## config.mk

```make
export PLATFORM = sky130hd
export DESIGN_NAME = ubg_top
export DESIGN_NICKNAME = d
export VERILOG_FILES = /design/src/hdl/ubg_pkg.sv /design/src/hdl/ubg_tick_if.sv /design/src/hdl/ubg_prescaler.sv /design/src/hdl/ubg_sync.sv /design/src/hdl/ubg_top.sv
export VERILOG_INCLUDE_DIRS = /design/src /design/src/hdl
export SDC_FILE = /design/constraint.sdc
export NUM_CORES = 1
export LEC_CHECK = 0
export ABC_CLOCK_PERIOD_IN_PS = 2900
export BUFFER_PORTS_ARGS = -buffer_cell sky130_fd_sc_hd__buf_2
export CAP_MARGIN = 25
export CORE_UTILIZATION = 30
export DETAILED_ROUTE_END_ITERATION = 12
export GPL_TIMING_DRIVEN = 1
export PLACE_DENSITY_LB_ADDON = 0.2
export SLEW_MARGIN = 20
export SYNTH_ARGS = -nofsm -noshare
export SYNTH_HDL_FRONTEND = slang
export SYNTH_SLANG_ARGS = --single-unit
export TNS_END_PERCENT = 100
```

## constraint.sdc

```tcl
create_clock -name clk -period 2.9 [get_ports clk]
set_clock_uncertainty 0.1 [all_clocks]
set_input_delay 0.435 -clock clk [delete_from_list [all_inputs] [get_ports clk]]
set_output_delay 0.435 -clock clk [all_outputs]
set_load 0.01 [all_outputs]
```

## src/hdl/ubg_cfg.svh

```systemverilog
// Register map, field positions, reset values and rate constants
`ifndef UBG_CFG_SVH
`define UBG_CFG_SVH
// Register offsets (byte addresses of 32-bit words)
`define UBG_DIV_LOW_OFS   8'h00
`define UBG_DIV_HIGH_OFS  8'h04
`define UBG_CTRL_OFS      8'h08
`define UBG_STAT_OFS      8'h0C
`define UBG_RXDATA_OFS    8'h10
// Control register fields
`define UBG_CTRL_WIDE_BIT   0
`define UBG_CTRL_HSPEED_BIT 1
`define UBG_CTRL_ABD_BIT    2
`define UBG_CTRL_WAKE_BIT   3
`define UBG_CTRL_SYNC_BIT   4
`define UBG_CTRL_OVF_BIT    5
// Status register fields
`define UBG_STAT_RXFLAG_BIT 0
`define UBG_STAT_IDLE_BIT   1
`define UBG_STAT_OVF_BIT    2
// Reset values
`define UBG_DIV_RST   16'h0000
`define UBG_CTRL_RST  8'h00
// Base clock prescales in oscillator cycles
`define UBG_PRE_SLOW  8'h40
`define UBG_PRE_MID   8'h10
`define UBG_PRE_FAST  8'h04
// Auto-baud clock is base clock divided by this
`define UBG_ABD_DIV   4'h8
// Number of rising edges that end the sync character
`define UBG_SYNC_EDGES 3'h5
`endif

```

## src/hdl/ubg_pkg.sv

```systemverilog
// Types shared by the baud generator design files
package ubg_pkg;
  typedef enum logic [3:0] {
    UBG_IDLE  = 4'b0001,
    UBG_START = 4'b0010,
    UBG_COUNT = 4'b0100,
    UBG_WAKE  = 4'b1000
  } ubg_state_e;
  typedef logic [15:0] ubg_div_t;
endpackage : ubg_pkg

```

## src/hdl/ubg_tick_if.sv

```systemverilog
// Prescaler outputs shared between prescaler and top
`timescale 1ns/1ps
interface ubg_tick_if;
  logic base_tick;
  logic abd_tick;
  modport src (output base_tick, output abd_tick);
  modport dst (input base_tick, input abd_tick);
endinterface : ubg_tick_if

```

## src/hdl/ubg_prescaler.sv

```systemverilog
// Base clock and auto-baud clock prescaler
`timescale 1ns/1ps
`include "ubg_cfg.svh"
module ubg_prescaler (
  // Clock and reset
  input  wire logic  clk,
  input  wire logic  resetn,
  // Mode selects and prescaler restart
  input  wire logic  wide_divider_select,
  input  wire logic  high_speed_select,
  input  wire logic  sync_mode,
  input  wire logic  restart,
  // Tick outputs
  ubg_tick_if.src    ticks
);
  logic [7:0] pre_reg;
  logic [7:0] pre_len;
  logic [3:0] abd_reg;
  logic       hs_eff;

  // Synchronous mode ignores the high-speed select
  assign hs_eff = high_speed_select & ~sync_mode;

  always_comb begin
    unique case ({wide_divider_select, hs_eff})
      2'b00:   pre_len = `UBG_PRE_SLOW;
      2'b11:   pre_len = `UBG_PRE_FAST;
      default: pre_len = `UBG_PRE_MID;
    endcase
  end

  always_ff @(posedge clk or negedge resetn) begin
    if (!resetn) begin
      pre_reg <= 8'h00;
    end else if (restart || pre_reg >= pre_len - 8'h01) begin
      pre_reg <= 8'h00;
    end else begin
      pre_reg <= pre_reg + 8'h01;
    end
  end

  // Greater-or-equal so a shorter prescale takes effect without a wrap
  assign ticks.base_tick = (pre_reg >= pre_len - 8'h01) & ~restart;

  always_ff @(posedge clk or negedge resetn) begin
    if (!resetn) begin
      abd_reg <= 4'h0;
    end else if (restart) begin
      abd_reg <= 4'h0;
    end else if (ticks.base_tick) begin
      if (abd_reg == `UBG_ABD_DIV - 4'h1) begin
        abd_reg <= 4'h0;
      end else begin
        abd_reg <= abd_reg + 4'h1;
      end
    end
  end

  // One eighth of the base clock
  assign ticks.abd_tick = ticks.base_tick
                          & (abd_reg == `UBG_ABD_DIV - 4'h1);
endmodule : ubg_prescaler

```

## src/hdl/ubg_sync.sv

```systemverilog
// Two-flop synchroniser for the receive line
`timescale 1ns/1ps
module ubg_sync (
  // Clock and reset
  input  wire logic clk,
  input  wire logic resetn,
  // Line in and out
  input  wire logic din,
  output logic      dout
);
  logic meta_reg;
  always_ff @(posedge clk or negedge resetn) begin
    if (!resetn) begin
      meta_reg <= 1'b1;
      dout     <= 1'b1;
    end else begin
      meta_reg <= din;
      dout     <= meta_reg;
    end
  end
endmodule : ubg_sync

```

## src/hdl/ubg_top.sv

```systemverilog
// Baud generator with auto-baud measurement and wake-on-break monitor
// Contract
// - Divider is 8-bit after reset, 16-bit when wide select is set.
// - Baud timer runs freely, period set by the divider pair.
// - Async prescale uses both selects; sync mode ignores high-speed.
// - Base clock is osc/64, /16 or /4 by the two selects.
// - Writing the divider pair clears the baud timer at once.
// - Setting auto-baud enable starts calibration; receiver held idle.
// - Count from first rising edge after start to fifth rising edge.
// - On finish count stays, enable clears, receive flag sets.
// - During auto-baud the pair counts as one 16-bit counter.
// - Auto-baud counter ticks at one eighth of the base clock.
// - Auto-baud count starts at one; software subtracts one.
// - Wake plus auto-baud measures the character after the break.
// - Counter overflow before fifth edge sets overflow and rx flag.
// - After overflow counting continues until the fifth edge.
// - Idle status is zero until fifth edge; flag sets again then.
// - Early auto-baud clear hands remaining edges to the receiver.
// - Wake enable disables reception; async mode only.
// - Falling edge is the wake event, sets rx flag; read clears.
// - Rising edge ending the break clears wake enable.
`timescale 1ns/1ps
`include "ubg_cfg.svh"
module ubg_top (
  // Clock and reset
  input  wire logic        clk,
  input  wire logic        resetn,
  // Register port
  input  wire logic [7:0]  addr,
  input  wire logic [31:0] wdata,
  input  wire logic        wr_en,
  input  wire logic        rd_en,
  output logic      [31:0] rdata,
  // Serial line and receiver interface
  input  wire logic        receive_line,
  output logic             baud_tick,
  output logic             rx_enable,
  output logic             start_edge
);
  ubg_tick_if       ticks ();
  ubg_pkg::ubg_state_e state_reg;
  ubg_pkg::ubg_div_t   div_reg;
  ubg_pkg::ubg_div_t   cnt_reg;
  logic       wide_divider_select;
  logic       high_speed_select;
  logic       autobaud_enable;
  logic       wake_on_break_enable;
  logic       sync_mode;
  logic       autobaud_overflow_flag;
  logic       receive_interrupt_flag;
  logic       receiver_idle_status;
  logic [2:0] edge_reg;
  logic       rx_s;
  logic       rx_d_reg;
  logic       rise;
  logic       fall;
  logic       div_wr;
  logic       ctrl_wr;
  logic       data_rd;
  logic       abd_done;
  logic       abd_ovf;
  logic       wake_hit;
  logic       wake_end;
  logic       ovf_pend_reg;
  logic [15:0] period;

  //----------------------------------------------------------------
  // Receive line conditioning
  //----------------------------------------------------------------
  ubg_sync u_sync (
    .clk    (clk),
    .resetn (resetn),
    .din    (receive_line),
    .dout   (rx_s)
  );

  always_ff @(posedge clk or negedge resetn) begin
    if (!resetn) begin
      rx_d_reg <= 1'b1;
    end else begin
      rx_d_reg <= rx_s;
    end
  end

  assign rise = rx_s & ~rx_d_reg;
  assign fall = ~rx_s & rx_d_reg;

  //----------------------------------------------------------------
  // Register decode
  //----------------------------------------------------------------
  assign div_wr  = wr_en & (addr == `UBG_DIV_LOW_OFS
                            || addr == `UBG_DIV_HIGH_OFS);
  assign ctrl_wr = wr_en & (addr == `UBG_CTRL_OFS);
  assign data_rd = rd_en & (addr == `UBG_RXDATA_OFS);

  //----------------------------------------------------------------
  // Prescaler
  //----------------------------------------------------------------
  ubg_prescaler u_pre (
    .clk                 (clk),
    .resetn              (resetn),
    .wide_divider_select (wide_divider_select),
    .high_speed_select   (high_speed_select),
    .sync_mode           (sync_mode),
    .restart             (div_wr),
    .ticks               (ticks.src)
  );

  //----------------------------------------------------------------
  // Measurement and wake state machine
  //----------------------------------------------------------------
  // First rise is taken in START, so the fourth rise in COUNT is the fifth
  assign abd_done = (state_reg == ubg_pkg::UBG_COUNT) & rise
                    & (edge_reg == `UBG_SYNC_EDGES - 3'h2);
  assign abd_ovf  = (state_reg == ubg_pkg::UBG_COUNT)
                    & ticks.abd_tick & (cnt_reg == 16'hFFFF);
  assign wake_hit = (state_reg == ubg_pkg::UBG_IDLE)
                    & wake_on_break_enable & ~sync_mode & fall;
  assign wake_end = (state_reg == ubg_pkg::UBG_WAKE) & rise;

  always_ff @(posedge clk or negedge resetn) begin
    if (!resetn) begin
      state_reg <= ubg_pkg::UBG_IDLE;
    end else begin
      unique case (state_reg)
        ubg_pkg::UBG_IDLE: begin
          if (wake_hit) begin
            state_reg <= ubg_pkg::UBG_WAKE;
          end else if (autobaud_enable && !wake_on_break_enable
                       && fall) begin
            // Break first, then measure the next character
            state_reg <= ubg_pkg::UBG_START;
          end
        end
        ubg_pkg::UBG_START: begin
          if (!autobaud_enable) begin
            state_reg <= ubg_pkg::UBG_IDLE;
          end else if (rise) begin
            state_reg <= ubg_pkg::UBG_COUNT;
          end
        end
        ubg_pkg::UBG_COUNT: begin
          if (!autobaud_enable || abd_done) begin
            state_reg <= ubg_pkg::UBG_IDLE;
          end
        end
        ubg_pkg::UBG_WAKE: begin
          if (wake_end) begin
            state_reg <= ubg_pkg::UBG_IDLE;
          end
        end
      endcase
    end
  end

  always_ff @(posedge clk or negedge resetn) begin
    if (!resetn) begin
      edge_reg <= 3'h0;
    end else if (state_reg != ubg_pkg::UBG_COUNT) begin
      edge_reg <= 3'h0;
    end else if (rise) begin
      edge_reg <= edge_reg + 3'h1;
    end
  end

  // Count begins at one; wraps on overflow and keeps going
  always_ff @(posedge clk or negedge resetn) begin
    if (!resetn) begin
      cnt_reg <= 16'h0000;
    end else if (state_reg != ubg_pkg::UBG_COUNT) begin
      cnt_reg <= 16'h0001;
    end else if (ticks.abd_tick) begin
      cnt_reg <= cnt_reg + 16'h0001;
    end
  end

  //----------------------------------------------------------------
  // Control register
  //----------------------------------------------------------------
  always_ff @(posedge clk or negedge resetn) begin
    if (!resetn) begin
      wide_divider_select <= 1'b0;
      high_speed_select   <= 1'b0;
      sync_mode           <= 1'b0;
    end else if (ctrl_wr) begin
      wide_divider_select <= wdata[`UBG_CTRL_WIDE_BIT];
      high_speed_select   <= wdata[`UBG_CTRL_HSPEED_BIT];
      sync_mode           <= wdata[`UBG_CTRL_SYNC_BIT];
    end
  end

  // Hardware clear wins over a same-cycle software write
  always_ff @(posedge clk or negedge resetn) begin
    if (!resetn) begin
      autobaud_enable <= 1'b0;
    end else if (abd_done) begin
      autobaud_enable <= 1'b0;
    end else if (ctrl_wr) begin
      autobaud_enable <= wdata[`UBG_CTRL_ABD_BIT];
    end
  end

  always_ff @(posedge clk or negedge resetn) begin
    if (!resetn) begin
      wake_on_break_enable <= 1'b0;
    end else if (wake_end) begin
      wake_on_break_enable <= 1'b0;
    end else if (ctrl_wr) begin
      wake_on_break_enable <= wdata[`UBG_CTRL_WAKE_BIT];
    end
  end

  // Overflow flag: set wins over the software clear
  always_ff @(posedge clk or negedge resetn) begin
    if (!resetn) begin
      autobaud_overflow_flag <= 1'b0;
    end else if (abd_ovf) begin
      autobaud_overflow_flag <= 1'b1;
    end else if (ctrl_wr && !wdata[`UBG_CTRL_OVF_BIT]) begin
      autobaud_overflow_flag <= 1'b0;
    end
  end

  // Remembers an overflow so the cover can see the fifth edge that follows it
  always_ff @(posedge clk or negedge resetn) begin
    if (!resetn) begin
      ovf_pend_reg <= 1'b0;
    end else if (abd_ovf) begin
      ovf_pend_reg <= 1'b1;
    end else if (state_reg != ubg_pkg::UBG_COUNT) begin
      ovf_pend_reg <= 1'b0;
    end
  end

  //----------------------------------------------------------------
  // Receive flag: any set wins over the read that clears it
  //----------------------------------------------------------------
  always_ff @(posedge clk or negedge resetn) begin
    if (!resetn) begin
      receive_interrupt_flag <= 1'b0;
    end else if (abd_done || abd_ovf || wake_hit) begin
      receive_interrupt_flag <= 1'b1;
    end else if (data_rd) begin
      receive_interrupt_flag <= 1'b0;
    end
  end

  // Not idle from measurement start until the fifth edge
  assign receiver_idle_status = (state_reg == ubg_pkg::UBG_IDLE)
                                | (state_reg == ubg_pkg::UBG_WAKE);

  //----------------------------------------------------------------
  // Divider pair and free-running baud timer
  //----------------------------------------------------------------
  always_ff @(posedge clk or negedge resetn) begin
    if (!resetn) begin
      div_reg <= `UBG_DIV_RST;
    end else if (abd_done) begin
      div_reg <= cnt_reg;
    end else if (wr_en && addr == `UBG_DIV_LOW_OFS) begin
      div_reg[7:0] <= wdata[7:0];
    end else if (wr_en && addr == `UBG_DIV_HIGH_OFS) begin
      div_reg[15:8] <= wdata[7:0];
    end
  end

  // Narrow mode uses only the low byte
  assign period = wide_divider_select ? div_reg
                                      : {8'h00, div_reg[7:0]};

  ubg_pkg::ubg_div_t brg_reg;
  always_ff @(posedge clk or negedge resetn) begin
    if (!resetn) begin
      brg_reg <= 16'h0000;
    end else if (div_wr) begin
      brg_reg <= 16'h0000;
    end else if (ticks.base_tick) begin
      if (brg_reg >= period) begin
        brg_reg <= 16'h0000;
      end else begin
        brg_reg <= brg_reg + 16'h0001;
      end
    end
  end

  always_ff @(posedge clk or negedge resetn) begin
    if (!resetn) begin
      baud_tick <= 1'b0;
    end else begin
      baud_tick <= ticks.base_tick & ~div_wr
                   & (brg_reg >= period);
    end
  end

  // Receiver held off during measurement and while waiting for wake
  assign rx_enable  = (state_reg == ubg_pkg::UBG_IDLE) & ~autobaud_enable
                      & ~wake_on_break_enable;
  assign start_edge = rx_enable & fall;

  //----------------------------------------------------------------
  // Read port
  //----------------------------------------------------------------
  always_ff @(posedge clk or negedge resetn) begin
    if (!resetn) begin
      rdata <= 32'h0000_0000;
    end else if (rd_en) begin
      unique case (addr)
        `UBG_DIV_LOW_OFS:  rdata <= {24'h000000, div_reg[7:0]};
        `UBG_DIV_HIGH_OFS: rdata <= {24'h000000, div_reg[15:8]};
        `UBG_CTRL_OFS:     rdata <= {26'h0, autobaud_overflow_flag,
                                     sync_mode, wake_on_break_enable,
                                     autobaud_enable, high_speed_select,
                                     wide_divider_select};
        `UBG_STAT_OFS:     rdata <= {29'h0, autobaud_overflow_flag,
                                     receiver_idle_status,
                                     receive_interrupt_flag};
        default:           rdata <= 32'h0000_0000;
      endcase
    end else begin
      rdata <= 32'h0000_0000;
    end
  end

  //----------------------------------------------------------------
  // Checks
  //----------------------------------------------------------------
  chk_div_clear: assert property (@(posedge clk) disable iff (!resetn)
    div_wr |=> brg_reg == 16'h0000)
    else $error("baud timer not cleared by divider write");
  chk_abd_result: assert property (@(posedge clk) disable iff (!resetn)
    abd_done |=> div_reg == $past(cnt_reg) && !autobaud_enable
                 && receive_interrupt_flag)
    else $error("auto-baud result not stored");
  chk_ovf_flag: assert property (@(posedge clk) disable iff (!resetn)
    abd_ovf |=> autobaud_overflow_flag && receive_interrupt_flag
                && cnt_reg == 16'h0000)
    else $error("overflow not reported");
  chk_idle_low: assert property (@(posedge clk) disable iff (!resetn)
    state_reg == ubg_pkg::UBG_COUNT |-> !receiver_idle_status)
    else $error("idle status set during measurement");
  chk_wake_end: assert property (@(posedge clk) disable iff (!resetn)
    wake_end |=> !wake_on_break_enable)
    else $error("wake enable not cleared at break end");
  chk_rx_held: assert property (@(posedge clk) disable iff (!resetn)
    (autobaud_enable || wake_on_break_enable) |-> !rx_enable)
    else $error("receiver enabled while held");
  chk_wake_flag: assert property (@(posedge clk) disable iff (!resetn)
    wake_hit |=> receive_interrupt_flag
                 && state_reg == ubg_pkg::UBG_WAKE)
    else $error("wake event not flagged");
  chk_narrow_mode: assert property (@(posedge clk) disable iff (!resetn)
    !wide_divider_select |-> period[15:8] == 8'h00)
    else $error("narrow mode uses high byte");
  chk_count_start: assert property (@(posedge clk) disable iff (!resetn)
    $rose(state_reg == ubg_pkg::UBG_COUNT) |-> cnt_reg == 16'h0001)
    else $error("auto-baud count not started at one");
  cov_abd_done: cover property (@(posedge clk) disable iff (!resetn)
    abd_done);
  cov_abd_ovf: cover property (@(posedge clk) disable iff (!resetn)
    abd_ovf);
  cov_wake: cover property (@(posedge clk) disable iff (!resetn)
    wake_hit ##[1:1000] wake_end);
  cov_tick: cover property (@(posedge clk) disable iff (!resetn)
    baud_tick);
  cov_ovf_redo: cover property (@(posedge clk) disable iff (!resetn)
    ovf_pend_reg && abd_done);
endmodule : ubg_top

```

==> out/metrics.yaml <==
synth:
  syn_avg_cell_area_um2: 9.46
  synthMuxAreaShare: 0.0634
  synth_top_area_share: 0.409
  netlist_instances: 530
  synthAdderAreaFrac: 0.0699
  synthFlopType: "dfrtp_1"
  synthArstFlopShare: 1.00
  synth_edf_count: 0
  synth_compound_area_frac: 0.118
  ys_ff_latch: 86
  synth_top_family_by_area: "simple AND/OR/NAND/NOR gates"
  ys_types: 57
  synth_largest_area_cell: "dfrtp_1"
  synthTopCellsByArea: "dfrtp_1, ha_1, mux2i_1"
  synthXorXnorAreaFrac: 0.0332
  syn_area_um2: 5010
  synth_warnings: 0
  yosys.area_share.simple: 0.214
  synth_seq_area_share: 0.430
clock_tree:
  cts_tree: "yes"
  clk_pin_slew_ns: 0.06
  ctsLongestPathBuffers: 2
  cts_setup_buffers: 0
  root_buffer: "clkbuf_16"
  cts_buffers: 9
  cts_sinks: 86
  clock_latency_ns: 0.35
  h-tree-depth: 3
sta:
  slew-limit-headroom: 0.399
  maxSlewViolCount: 0
  hold_ws_ns: 0.0874
  rsz0062_at_grt: "false"
  finalHoldViolCount: 0
  finalCriticalPeriod_ns: 2.72
  report.final.setup_viol: 0
  fin_setup_tns_ns: 0
  fmax_ghz: 0.368
  worst_pin_slew_ns: 0.889
  final.period_utilization: 0.938
  fin_ws_ns: 0.180
global_route:
  grt_max_degree: 59
  grt_pass1_wl_um: 20000
  antenna_found_initial: 0
  grt_pass1_vias: 3749
  track_usage: 0.147
  grt-ovfl-total: 0
routing:
  post_drt_wl_per_cell_um: 15.1
  drc: 0
  firstDrtPassIters: 4
  vias: 3848
  drtAntennaViolNets: 0
  wl_um: 11900
  drtIter0Drc: 177
  viasPerCell: 4.88
critical_path:
  r2r_cells: 10
  r2r-start: "sync_mode"
  crit_type: "reg2reg"
  critPathArrivalTime_ns: 2.84
  required_ns: 3.02
  crit_path_end_kind: "flip-flop"
  ff2ff_setup_slack_ns: 0.18
  r2r_end: "cnt_reg[11]"
  startpoint_type: "flip-flop"
  cp-startpoint: "sync_mode"
  critical_path.max_fanout: 14
floorplanning:
  dieHeight_um: 131
  die_area_um2: 17200
  start_util: 0.311
  placeableCoreArea_um2: 16100
  row_count: 46
  ioPinCount: 80
  die_x_um: 131
flow_run:
  max_cap_violations: 0
hold_path:
  whs_endpoint: "u_sync.meta_reg"
  worstHoldStart: "receive_line"
  min_path_type: "in2reg"
  whs_path_depth: 1
cells_and_area:
  fillerInstances: 1665
  fin_nets: 640
  multi_input_area_um2: 2610
  seq_area_um2: 2160
  drive_gt1_frac: 0.147
  syn2layout_area_growth_pct: 13.6
power_and_ir_drop:
  p_leak_nw: 2.51
  peakVddDrop_v: 0.000276
  power.density_nw_per_um2: 573
run_status:
  status: "complete, no violations"
placed_design:
  routabilityCongestion: 0.780
  hpwl_um: 8910
  dp_slack_ns: 0.107
  portBuffers: 31
-- kinds of logic after synthesis --
| group | Yosys count |
|---|---|
| adder cells (fa/ha/maj) | 28 |
| multiplexers | 29 |
| other | 2 |
| XOR/XNOR | 19 |
| buffers and inverters | 62 |
| flip-flops | 86 |
| AO/OA/AOI/OAI | 96 |
| AND/OR/NAND/NOR | 208 |
-- placed cells by master (no fill, tap or decap), drive strengths merged, types with 9 or more instances in the layout --
cell type  count
buf           45
conb          26
clkbuf        13
o21ai         40
a21oi         27
xnor2         13
mux2i         25
nor2          39
nand3         28
inv           18
ha            28
dfrtp         82
or3            9
nor3          16
nand2         66
-- where the power goes --
| part | switching (mW) | total (mW) | internal [mW] |
|---|---|---|---|
| clock | 0.483 | 1.20 | 0.714 |
| sequential | 0.129 | 1.46 | 1.34 |
| combinational | 0.337 | 0.599 | 0.262 |
-- cell usage after synthesis (7+ instances only) --
cell type and number:
dfrtp_1 82, nand2_1 66, nor2_1 39, o21ai_0 36, ha_1 28, nand3_1 28
a21oi_1 26, buf_4 26, mux2i_1 25, inv_1 18, xnor2_1 13, nor3_1 9
or3_1 9, buf_2 8, clkbuf_1 8, nand4_1 7, nor2b_1 7
-- layer usage --
layer	vias to the layer above	GRT usage	wire (um)
met5	-	0	0
met4	0	0.0310	94
met3	6	0.0421	460
met2	71	0.242	5790
met1	1872	0.192	5600
li1	1899	-	-
-- critical path, cell delays in order, from the launching register on --
cell and delay (ns):
dfrtp_1 0.37, inv_1 0.09, and3_1 0.21, ha_1 0.30
a21oi_1 0.07, a211o_1 0.37, a211o_1 0.34, buf_4 0.22
nor4_2 0.29, xnor2_1 0.17, nor2_1 0.05
-- area by class of cell --
| class | count | area share |
|---|---|---|
| timing repair buffer | 46 | 0.0501 |
| antenna | 1 | 0.000439 |
| tap | 216 | 0.0475 |
| multi-input combinational | 406 | 0.458 |
| clock inverter | 3 | 0.00747 |
| inverter | 18 | 0.0119 |
| clock buffer | 13 | 0.0457 |
| sequential | 86 | 0.379 |
-- how the worst max path moves through the flow --
stage | end | slack, ns | cells after the start
after floorplan | autobaud_overflow_flag | 0.37 | 8
after global placement | brg_reg[5] | 0.11 | 7
after detailed placement | brg_reg[4] | 0.11 | 7
after CTS | brg_reg[4] | 0.1 | 7
after global routing | cnt_reg[11] | 0.03 | 10
final | cnt_reg[11] | 0.18 | 10
-- through the flow --
stage           util  instance area, um^2  cells  power, mW
2_1_floorplan      -                 5100    554       1.89
3_3_place_gp   0.333                 5370    771       2.05
3_5_place_dp   0.333                 5370    771       2.08
4_1_cts        0.352                 5680    788       3.30
5_1_grt        0.353                 5690    788       3.46
6_report       0.353                 5690    789       3.26
-- what timing repair did --
| action | in CTS | in global routing |
|---|---|---|
| endpoints found under the setup margin | 0 | 2 |
| hold buffers | 1 | 0 |
| resized for setup | 0 | 1 |
| hold endpoints to repair | 28 | 0 |
Note: power is estimated with default switching activity, not from simulation.
